## src/inc/dac_seq_pkg.sv

```systemverilog
package dac_seq_pkg;

   // ----------------------------------------
   // Device register offsets
   // ----------------------------------------
   localparam logic [6:0] DEV_SERIAL_MODE   = 7'h00;
   localparam logic [6:0] DEV_POWER_DOWN    = 7'h01;
   localparam logic [6:0] DEV_IRQ_EN_LOW    = 7'h03;
   localparam logic [6:0] DEV_IRQ_EN_HIGH   = 7'h04;
   localparam logic [6:0] DEV_IRQ_REQ_LOW   = 7'h05;
   localparam logic [6:0] DEV_IRQ_REQ_HIGH  = 7'h06;
   localparam logic [6:0] DEV_FRAME_PIN_USE = 7'h07;
   localparam logic [6:0] DEV_RESERVED      = 7'h08;
   localparam logic [6:0] DEV_DATA_CLK_CTL0 = 7'h0a;
   localparam logic [6:0] DEV_DATA_CLK_CTL1 = 7'h0b;
   localparam logic [6:0] DEV_DATA_CLK_CTL2 = 7'h0c;
   localparam logic [6:0] DEV_DATA_CLK_CTL3 = 7'h0d;
   localparam logic [6:0] DEV_FIFO_CTL      = 7'h11;
   localparam logic [6:0] DEV_FIFO_OFFSET   = 7'h12;
   localparam logic [6:0] DEV_DATA_MODE     = 7'h18;
   localparam logic [6:0] DEV_FSC_LOW       = 7'h20;
   localparam logic [6:0] DEV_FSC_HIGH      = 7'h21;
   localparam logic [6:0] DEV_CLK_CTL       = 7'h30;
   localparam logic [6:0] DEV_PLL_CTL       = 7'h33;
   localparam logic [6:0] DEV_PLL_MODE      = 7'h34;

   // ----------------------------------------
   // Device reset values
   // ----------------------------------------
   localparam logic [7:0] RST_SERIAL_MODE   = 8'h81;
   localparam logic [7:0] RST_POWER_DOWN    = 8'h48;
   localparam logic [7:0] RST_RESERVED      = 8'h58;
   localparam logic [7:0] RST_DATA_CLK_CTL0 = 8'h40;

   // ----------------------------------------
   // Start-up values
   // ----------------------------------------
   localparam logic [7:0] VAL_MODE          = 8'h00;
   localparam logic [7:0] VAL_CLK_FIRST     = 8'h5c;
   localparam logic [7:0] VAL_DLL_MIN       = 8'h64;
   localparam logic [7:0] VAL_DLL_DIV       = 8'h39;
   localparam logic [7:0] VAL_BIAS_DOWN     = 8'h68;
   localparam logic [7:0] VAL_PLL_MODE_S    = 8'h6d;
   localparam logic [7:0] VAL_PLL_MODE_L    = 8'h5d;
   localparam logic [7:0] VAL_BIAS_UP       = 8'h48;
   localparam logic [7:0] VAL_PLL_INIT      = 8'h13;
   localparam logic [7:0] VAL_PLL_PFD_S     = 8'hf8;
   localparam logic [7:0] VAL_PLL_PFD_L     = 8'hd8;
   localparam logic [7:0] VAL_PLL_RUN_S     = 8'hf0;
   localparam logic [7:0] VAL_PLL_RUN_L     = 8'hd0;
   localparam logic [7:0] VAL_DUTY_BW       = 8'h06;
   localparam logic [7:0] VAL_DLL_ON        = 8'hc0;
   localparam logic [7:0] VAL_FSC_LOW       = 8'hc6;
   localparam logic [7:0] VAL_FSC_HIGH      = 8'h03;
   localparam logic [7:0] VAL_CLK_FINAL     = 8'h46;
   localparam logic [7:0] VAL_FIFO_PTR      = 8'h20;
   localparam logic [7:0] VAL_FIFO_RST_ON   = 8'h81;
   localparam logic [7:0] VAL_FIFO_RST_OFF  = 8'h01;
   localparam logic [7:0] VAL_REF_ON        = 8'h08;
   localparam logic [3:0] DATA_MODE_DEF     = 4'h4;

   localparam int         STEP_COUNT        = 20;
   localparam logic [4:0] STEP_LAST         = 5'd19;

   // ----------------------------------------
   // Controller APB register map
   // ----------------------------------------
   localparam logic [11:0] APB_CTRL   = 12'h000;
   localparam logic [11:0] APB_STATUS = 12'h004;
   localparam logic [11:0] APB_ACCESS = 12'h008;
   localparam logic [11:0] APB_RDATA  = 12'h00c;

   // CTRL fields
   localparam int CTRL_START   = 0;
   localparam int CTRL_LONG    = 1;
   localparam int CTRL_MODE_LO = 4;
   localparam int CTRL_MODE_HI = 7;
   // ACCESS fields
   localparam int ACC_DATA_LO  = 0;
   localparam int ACC_DATA_HI  = 7;
   localparam int ACC_ADDR_LO  = 8;
   localparam int ACC_ADDR_HI  = 14;
   localparam int ACC_READ     = 15;

   // Serial framing
   localparam logic [4:0] SPI_BITS     = 5'd16;
   localparam logic [3:0] SCLK_HALF    = 4'd4;

endpackage

```

## src/rtl/dac_seq_host.sv

```systemverilog
// The APB register port was chosen for this implementation.
`timescale 1ns/1ps
module dac_seq_host
   import dac_seq_pkg::*;
(
   // Clock and reset
   input  wire logic        i_core_clk,
   input  wire logic        i_reset,
   // APB slave
   input  wire logic        i_psel,
   input  wire logic        i_penable,
   input  wire logic        i_pwrite,
   input  wire logic [11:0] i_paddr,
   input  wire logic [31:0] i_pwdata,
   output logic      [31:0] o_prdata,
   output logic             o_pready,
   output logic             o_pslverr,
   // Device serial port
   output logic             o_spi_csb_n,
   output logic             o_spi_sclk,
   output logic             o_spi_sdi,
   input  wire logic        i_spi_sdo
);

   // ----------------------------------------
   // Types and state
   // ----------------------------------------
   typedef enum {ST_IDLE, ST_LOAD, ST_SHIFT, ST_NEXT} state_type;

   state_type   state_reg;
   logic [4:0]  step_reg;
   logic        run_seq_reg;
   logic        busy_reg;
   logic        done_reg;
   logic        long_reg;
   logic [3:0]  mode_reg;
   logic [15:0] acc_reg;
   logic        acc_pend_reg;
   logic [15:0] shift_reg;
   logic [7:0]  rdata_reg;
   logic [4:0]  bit_reg;
   logic [3:0]  div_reg;
   logic        sclk_reg;
   logic        csb_n_reg;
   logic        sdi_reg;
   logic [2:0]  sdo_sync_reg;
   logic        sdo_hold_reg;
   logic [31:0] prdata_reg;

   // ----------------------------------------
   // APB decode
   // ----------------------------------------
   wire apb_acc    = i_psel & i_penable;
   wire apb_wr     = apb_acc & i_pwrite;
   wire hit_ctrl   = (i_paddr == APB_CTRL);
   wire hit_status = (i_paddr == APB_STATUS);
   wire hit_access = (i_paddr == APB_ACCESS);
   wire hit_rdata  = (i_paddr == APB_RDATA);
   wire hit_any    = hit_ctrl | hit_status | hit_access | hit_rdata;
   wire start_wr   = apb_wr & hit_ctrl & i_pwdata[CTRL_START] & ~busy_reg;
   wire access_wr  = apb_wr & hit_access & ~busy_reg;
   wire capture_rd = i_psel & ~i_penable;

   assign o_pready  = 1'b1;
   assign o_pslverr = apb_acc & ~hit_any;
   assign o_prdata  = prdata_reg;

   wire [31:0] ctrl_word = {24'h000000, mode_reg, 2'b00, long_reg, 1'b0};
   wire [31:0] stat_word = {19'h00000, step_reg, 6'h00, done_reg, busy_reg};
   wire [31:0] rd_mux = hit_ctrl   ? ctrl_word :
                        hit_status ? stat_word :
                        hit_access ? {16'h0000, acc_reg} :
                        hit_rdata  ? {24'h000000, rdata_reg} : 32'h00000000;

   // ----------------------------------------
   // Start-up step table
   // ----------------------------------------
   logic [6:0] step_addr;
   logic [7:0] step_data;

   always_comb begin
      step_addr = DEV_SERIAL_MODE;
      step_data = VAL_MODE;
      case (step_reg)
         5'd0: begin
            step_addr = DEV_SERIAL_MODE;
            step_data = VAL_MODE;
         end
         5'd1: begin
            step_addr = DEV_CLK_CTL;
            step_data = VAL_CLK_FIRST;
         end
         5'd2: begin
            step_addr = DEV_DATA_CLK_CTL2;
            step_data = VAL_DLL_MIN;
         end
         5'd3: begin
            step_addr = DEV_DATA_CLK_CTL1;
            step_data = VAL_DLL_DIV;
         end
         5'd4: begin
            step_addr = DEV_POWER_DOWN;
            step_data = VAL_BIAS_DOWN;
         end
         5'd5: begin
            step_addr = DEV_PLL_MODE;
            step_data = long_reg ? VAL_PLL_MODE_L : VAL_PLL_MODE_S;
         end
         5'd6: begin
            step_addr = DEV_POWER_DOWN;
            step_data = VAL_BIAS_UP;
         end
         5'd7: begin
            step_addr = DEV_PLL_CTL;
            step_data = VAL_PLL_INIT;
         end
         5'd8: begin
            step_addr = DEV_PLL_CTL;
            step_data = long_reg ? VAL_PLL_PFD_L : VAL_PLL_PFD_S;
         end
         5'd9: begin
            step_addr = DEV_PLL_CTL;
            step_data = long_reg ? VAL_PLL_RUN_L : VAL_PLL_RUN_S;
         end
         5'd10: begin
            step_addr = DEV_DATA_CLK_CTL3;
            step_data = VAL_DUTY_BW;
         end
         5'd11: begin
            step_addr = DEV_DATA_CLK_CTL0;
            step_data = VAL_DLL_ON;
         end
         5'd12: begin
            step_addr = DEV_DATA_MODE;
            step_data = {mode_reg, 4'h0};
         end
         5'd13: begin
            step_addr = DEV_FSC_LOW;
            step_data = VAL_FSC_LOW;
         end
         5'd14: begin
            step_addr = DEV_FSC_HIGH;
            step_data = VAL_FSC_HIGH;
         end
         5'd15: begin
            step_addr = DEV_CLK_CTL;
            step_data = VAL_CLK_FINAL;
         end
         5'd16: begin
            step_addr = DEV_FIFO_OFFSET;
            step_data = VAL_FIFO_PTR;
         end
         5'd17: begin
            step_addr = DEV_FIFO_CTL;
            step_data = VAL_FIFO_RST_ON;
         end
         5'd18: begin
            step_addr = DEV_FIFO_CTL;
            step_data = VAL_FIFO_RST_OFF;
         end
         5'd19: begin
            step_addr = DEV_POWER_DOWN;
            step_data = VAL_REF_ON;
         end
         default: begin
            step_addr = DEV_SERIAL_MODE;
            step_data = VAL_MODE;
         end
      endcase
   end

   // Serial frame: r/w bit, 7-bit address, 8-bit data, MSB first
   wire [15:0] frame_seq = {1'b0, step_addr, step_data};
   wire [15:0] frame_acc = acc_reg;
   wire        last_bit  = (bit_reg == SPI_BITS - 5'd1);
   wire        half_tick = (div_reg == SCLK_HALF - 4'd1);
   wire        rise_now  = half_tick & ~sclk_reg;
   wire        fall_now  = half_tick & sclk_reg;
   wire        sdo_agree = (sdo_sync_reg[1] == sdo_sync_reg[2]);
   wire        sdo_level = sdo_agree ? sdo_sync_reg[2] : sdo_hold_reg;
   wire        seq_last  = (step_reg == STEP_LAST);

   // ----------------------------------------
   // Serial engine next values
   // ----------------------------------------
   wire        in_load    = (state_reg == ST_LOAD);
   wire        in_shift   = (state_reg == ST_SHIFT);
   wire        shift_adv  = in_shift & fall_now & ~last_bit;
   wire        frame_end  = in_shift & fall_now & last_bit;
   wire        clk_rise   = in_shift & rise_now;
   wire        clk_fall   = in_shift & fall_now;
   wire [15:0] frame_new  = acc_pend_reg ? frame_acc : frame_seq;
   wire [3:0]  div_next   = (in_shift & ~half_tick) ? div_reg + 4'd1 : 4'd0;
   wire [4:0]  bit_next   = in_load   ? 5'd0 :
                            shift_adv ? bit_reg + 5'd1 : bit_reg;
   wire [15:0] shift_next = in_load   ? frame_new :
                            shift_adv ? {shift_reg[14:0], 1'b0} : shift_reg;
   wire        sdi_next   = in_load   ? frame_new[15] :
                            shift_adv ? shift_reg[14] : sdi_reg;
   wire        sclk_next  = in_load  ? 1'b0 :
                            clk_rise ? 1'b1 :
                            clk_fall ? 1'b0 : sclk_reg;
   wire        csb_n_next = in_load   ? 1'b0 :
                            frame_end ? 1'b1 : csb_n_reg;
   wire [7:0]  rdata_next = clk_rise ? {rdata_reg[6:0], sdo_level} :
                            rdata_reg;

   // ----------------------------------------
   // APB registers
   // ----------------------------------------
   always_ff @(posedge i_core_clk or posedge i_reset) begin
      if (i_reset) begin
         long_reg   <= 1'b0;
         mode_reg   <= DATA_MODE_DEF;
         acc_reg    <= 16'h0000;
      end else begin
         if (apb_wr & hit_ctrl & ~busy_reg) begin
            long_reg <= i_pwdata[CTRL_LONG];
            mode_reg <= i_pwdata[CTRL_MODE_HI:CTRL_MODE_LO];
         end
         if (access_wr) begin
            acc_reg <= i_pwdata[ACC_READ:ACC_DATA_LO];
         end
      end
   end

   // Read data, captured in the setup cycle
   always_ff @(posedge i_core_clk or posedge i_reset) begin
      if (i_reset) begin
         prdata_reg <= 32'h00000000;
      end else if (capture_rd) begin
         prdata_reg <= rd_mux;
      end
   end

   // Input synchroniser for serial data out
   always_ff @(posedge i_core_clk or posedge i_reset) begin
      if (i_reset) begin
         sdo_sync_reg <= 3'b000;
      end else begin
         sdo_sync_reg <= {sdo_sync_reg[1:0], i_spi_sdo};
      end
   end

   // Level follows only when the last two stages agree
   always_ff @(posedge i_core_clk or posedge i_reset) begin
      if (i_reset) begin
         sdo_hold_reg <= 1'b0;
      end else begin
         sdo_hold_reg <= sdo_level;
      end
   end

   // ----------------------------------------
   // Sequencer and serial engine
   // ----------------------------------------
   always_ff @(posedge i_core_clk or posedge i_reset) begin
      if (i_reset) begin
         state_reg    <= ST_IDLE;
         step_reg     <= 5'd0;
         run_seq_reg  <= 1'b0;
         busy_reg     <= 1'b0;
         done_reg     <= 1'b0;
         acc_pend_reg <= 1'b0;
      end else begin
         case (state_reg)
            ST_IDLE: begin
               if (start_wr) begin
                  step_reg    <= 5'd0;
                  run_seq_reg <= 1'b1;
                  busy_reg    <= 1'b1;
                  done_reg    <= 1'b0;
                  state_reg   <= ST_LOAD;
               end else if (access_wr) begin
                  run_seq_reg  <= 1'b0;
                  busy_reg     <= 1'b1;
                  acc_pend_reg <= 1'b1;
                  state_reg    <= ST_LOAD;
               end
            end
            ST_LOAD: begin
               state_reg <= ST_SHIFT;
            end
            ST_SHIFT: begin
               if (frame_end) begin
                  state_reg <= ST_NEXT;
               end
            end
            ST_NEXT: begin
               acc_pend_reg <= 1'b0;
               if (run_seq_reg & ~seq_last) begin
                  step_reg  <= step_reg + 5'd1;
                  state_reg <= ST_LOAD;
               end else begin
                  done_reg    <= run_seq_reg | done_reg;
                  run_seq_reg <= 1'b0;
                  busy_reg    <= 1'b0;
                  state_reg   <= ST_IDLE;
               end
            end
            default: begin
               state_reg <= ST_IDLE;
            end
         endcase
      end
   end

   // ----------------------------------------
   // Pin outputs
   // ----------------------------------------
   assign o_spi_csb_n = csb_n_reg;
   assign o_spi_sclk  = sclk_reg;
   assign o_spi_sdi   = sdi_reg;

   // ----------------------------------------
   // Serial registers
   // ----------------------------------------
   // Shifter, bit count and data pin
   always_ff @(posedge i_core_clk or posedge i_reset) begin
      if (i_reset) begin
         shift_reg <= 16'h0000;
         bit_reg   <= 5'd0;
         sdi_reg   <= 1'b0;
      end else begin
         shift_reg <= shift_next;
         bit_reg   <= bit_next;
         sdi_reg   <= sdi_next;
      end
   end

   // Clock divider, clock and select pins
   always_ff @(posedge i_core_clk or posedge i_reset) begin
      if (i_reset) begin
         div_reg   <= 4'd0;
         sclk_reg  <= 1'b0;
         csb_n_reg <= 1'b1;
      end else begin
         div_reg   <= div_next;
         sclk_reg  <= sclk_next;
         csb_n_reg <= csb_n_next;
      end
   end

   // Read-back capture at each clock rise
   always_ff @(posedge i_core_clk or posedge i_reset) begin
      if (i_reset) begin
         rdata_reg <= 8'h00;
      end else begin
         rdata_reg <= rdata_next;
      end
   end

endmodule

```

## config.mk

```make
export PLATFORM = sky130hd
export DESIGN_NAME = dac_seq_host
export DESIGN_NICKNAME = d
export VERILOG_FILES = /design/src/inc/dac_seq_pkg.sv /design/src/rtl/dac_seq_host.sv
export SDC_FILE = /design/constraint.sdc
export NUM_CORES = 1
export LEC_CHECK = 0
export BUFFER_PORTS_ARGS = -buffer_cell sky130_fd_sc_hd__buf_4
export CAP_MARGIN = 20
export CORE_UTILIZATION = 48
export CTS_BUF_LIST = sky130_fd_sc_hd__clkbuf_4
export CTS_CLUSTER_DIAMETER = 80
export DETAILED_ROUTE_END_ITERATION = 12
export GPL_TIMING_DRIVEN = 0
export HOLD_SLACK_MARGIN = 0.12
export PLACE_DENSITY = 0.7
export SETUP_SLACK_MARGIN = 0.2
export SYNTH_ARGS = -nofsm -noshare
export SYNTH_HDL_FRONTEND = slang
export SYNTH_SLANG_ARGS = --single-unit
```

## constraint.sdc

```tcl
create_clock -name i_core_clk -period 3.43 [get_ports i_core_clk]
set_input_delay 0.5145 -clock i_core_clk [delete_from_list [all_inputs] [get_ports i_core_clk]]
set_output_delay 0.5145 -clock i_core_clk [all_outputs]
set_load 0.1 [all_outputs]
```

==> run metrics <==
run status=finished, final reports clean; CTS buffer count=9; Syn Inst Count=roughly 480; total congestion overflow=0; CP bufs+invs=1; final instance area=between 5000 and 6000 sq um; Clk pwr share=26.0%; clk_lat worst skew=about 440 ps; die width=a little over 100 um; Critical Path RT=3740 ps; final setup violation count=0; Pint=roughly 1.7 mW; Setup Crit Path Kind=reg -> reg; unrepaired setup endpoints after global routing=false; maximum clock frequency=0.337 GHz; Async SR Flop Fraction=between 90% and 100%; TritonCTS clock tree=done; vias post-DR=3942; Top cell by count, worst path=ha_1; # diodes=0; floorplan row count=36; Seq/Total Area, Yosys=45.2%; Post-Syn Area=about 4800 sq um; post-CTS sizing=0; slew margin rel.=about two fifths; Fin Clk Skew=18.1 ps; Area Overhead vs Synth=16.9%; Reg power frac=between 40 and 50%; Vias/cell=5.65; core footprint=9770 sq um; routability cong.=0.901; Tmin final=2970 ps; final cell count without fillers=roughly 700; placed wire-length estimate=9.04 mm; Final Max Slew Viols=0; effective utilization at floorplan=49.3%; Final Hold Viols=0; critical path's largest stage delay=approximately 570 ps; share of layout cells above drive strength 1=between 20% and 30%; Worst Max-Slew Pin Slew=approximately 900 ps; Clock Pin Slew Worst Setup and Hold Paths=~140 ps; post-synth cell types=between 60 and 70; critical-path cell list=ha_1, clkbuf_1, and3_1, ha_1, a31oi_1, o21ai_0, o41ai_1, o221ai_1; combinational share of power=between 20% and 30%; crit-path leading delay family=compound AO/OA/AOI/OAI gates; vias in the first global route=approximately 3800; ANT nets after route=0; First DRT Iteration DRCs=~260; Synth Register Bits=87; period utilization=between 80% and 90%; syn avg cell area=roughly 10 sq um; clk buf depth=2; Routed Wire Length=between 10 and 15 mm; IO Pins=87; leakage=2.58 nW; commonest non-fill, non-tap cells in the layout=dfrtp_1 (85), buf_4 (71), nand2_1 (44), o21ai_0 (36), mux2_2 (28); Post-synth EDFFs=0; Port Buffers=52; max-cap violations=0; first-pass GRT wire length=~19 mm; most common cell after layout, fill and taps aside=dfrtp_1; crit start category=flip-flop; path category of the worst min-delay check=in -> reg; cell count after placement=just under 700; crit path max fanout=10; final setup TNS=0 ps; GRT Resource Usage Total=roughly 24%; Clock Sinks=87; nets@finish=between 600 and 700; largest net degree at the start of global routing=65; critical path arrival=about 3300 ps; mean routed wirelength per cell=17.3 um; DRC Markers=0; full die area=between 10000 and 15000 sq um; initial antenna violation count=0; switching power=around 0.90 mW; CP max stage cell=o41ai_1; drt pass-1 iters=5; Synthesis Warnings=0; Switching Share=a little over a third; Die Ht=approximately 100 um; Main synth FF type=dfrtp_1; H-tree levels=3; power per standard cell area=~460 nW/um^2; placed inst area=between 5000 and 6000 sq um; VDD IR max=between 0.15 and 0.2 mV; Root Buffer Master=clkbuf_4; CP Capture Type=flip-flop
## final timing paths
kind / start / slack [ps] / endpoint / depth (start not counted)
setup reg to reg: step_reg[0]$_DFFE_PP0P_ / 460 / shift_reg[3]$_DFFE_PP0P_ / 8
hold / removal: i_spi_sdo / 170 / sdo_sync_reg[0]$_DFF_PP0_ / 1
max in group asynchronous: i_reset / 2180 / o_spi_csb_n$_DFFE_PP1P_ / 4
min in group asynchronous: i_reset / 580 / o_prdata[6]$_DFFE_PP0P_ / 3
setup / recovery: step_reg[0]$_DFFE_PP0P_ / 460 / shift_reg[3]$_DFFE_PP0P_ / 8
hold reg to reg: sdo_sync_reg[0]$_DFF_PP0_ / 390 / sdo_sync_reg[1]$_DFF_PP0_ / 0
## area by class of cell
| class | count | area [sq um] |
|---|---|---|
| multi-input cells | 345 | 2340 |
| clock inverters | 6 | 92.6 |
| plain buffers | 47 | 293 |
| well taps | 133 | 166 |
| repair buffers | 54 | 428 |
| flip-flops and latches | 87 | 2180 |
| inverters | 17 | 66.3 |
| clock buffers | 9 | 67.6 |
| fillers | 897 | 4140 |
## power by group through the flow
| stage | Sequential (mW) | Combinational (mW) | Clock, mW |
|---|---|---|---|
| 4_1_cts | 1.19 | 0.711 | 0.689 |
| 2_1_floorplan | 1.21 | 0.515 | 0 |
| 5_1_grt | 1.20 | 0.778 | 0.745 |
| 3_5_place_dp | 1.21 | 0.708 | 0 |
| 3_3_place_gp | 1.20 | 0.689 | 0 |
| 6_report | 1.19 | 0.718 | 0.671 |
## per-layer routing
metal / vias to the layer above / track usage, % / share of wire, %
met3: 16 / 5.20 / 5.2
met2: 136 / 40.9 / 49
met1: 1929 / 32.0 / 44
met5: - / 0 / 0
met4: 0 / 7.25 / 1.4
li1: 1861 / - / -
## what timing repair did
action	CTS	global route
endpoints found under the hold margin	23	0
hold buffers	1	0
setup buffers	0	0
## logic make-up (layout without fill, tap and decap cells)
| family | after synthesis | in the layout | synth area share [%] |
|---|---|---|---|
| buffers and inverters | 64 | 133 | 7.40 |
| flip-flops | 87 | 87 | 45.2 |
| multiplexers | 49 | 49 | 11.2 |
| other | 2 | 17 | 0.156 |
| XOR/XNOR | 5 | 5 | 0.909 |
| adder cells (fa/ha/maj) | 13 | 13 | 3.32 |
| AND/OR/NAND/NOR | 141 | 141 | 15.8 |
| AO/OA/AOI/OAI | 120 | 120 | 16.0 |
## per-stage QoR
stage          hold WS, ps  power (mW)  setup WS, ps  util [%]
6_report               169        2.58           463      57.6
5_1_grt                132        2.72           354      57.6
4_1_cts                156        2.59           525      57.6
3_5_place_dp           358        1.92           536      55.9
3_3_place_gp           335        1.89          -391      55.6
2_1_floorplan          331        1.73           669         -
## Yosys cell counts, types with 4 or more instances
| master | count | share of area (%) |
|---|---|---|
| a21oi_1 | 24 | 2.5 |
| and3_1 | 7 | 0.91 |
| nand3_1 | 16 | 1.7 |
| o31ai_1 | 8 | 1.2 |
| a211oi_1 | 7 | 1.1 |
| and2_1 | 6 | 0.78 |
| buf_4 | 19 | 3.0 |
| nor3_1 | 10 | 1.0 |
| nand2_1 | 44 | 3.4 |
| a31oi_1 | 8 | 1.0 |
| o22ai_1 | 5 | 0.65 |
| mux2i_1 | 19 | 3.9 |
| dfrtp_1 | 85 | 44 |
| a22oi_1 | 6 | 0.93 |
| buf_6 | 4 | 0.93 |
| mux2_2 | 28 | 6.5 |
| buf_2 | 4 | 0.42 |
| inv_1 | 17 | 1.3 |
| clkbuf_1 | 17 | 1.3 |
| nand2b_1 | 6 | 0.78 |
| nor2_1 | 23 | 1.8 |
| o21ai_0 | 36 | 3.7 |
| ha_1 | 12 | 3.1 |
## worst reg2reg max path: cells and delay by family, from the launching register on
| kind | cells | cell delay [ps] |
|---|---|---|
| buffers and inverters | 1 | 250 |
| flip-flops | 1 | 500 |
| AO/OA/AOI/OAI | 4 | 1310 |
| AND/OR/NAND/NOR | 1 | 250 |
| adder cells (fa/ha/maj) | 2 | 530 |
(Power assumes the default switching activity.)
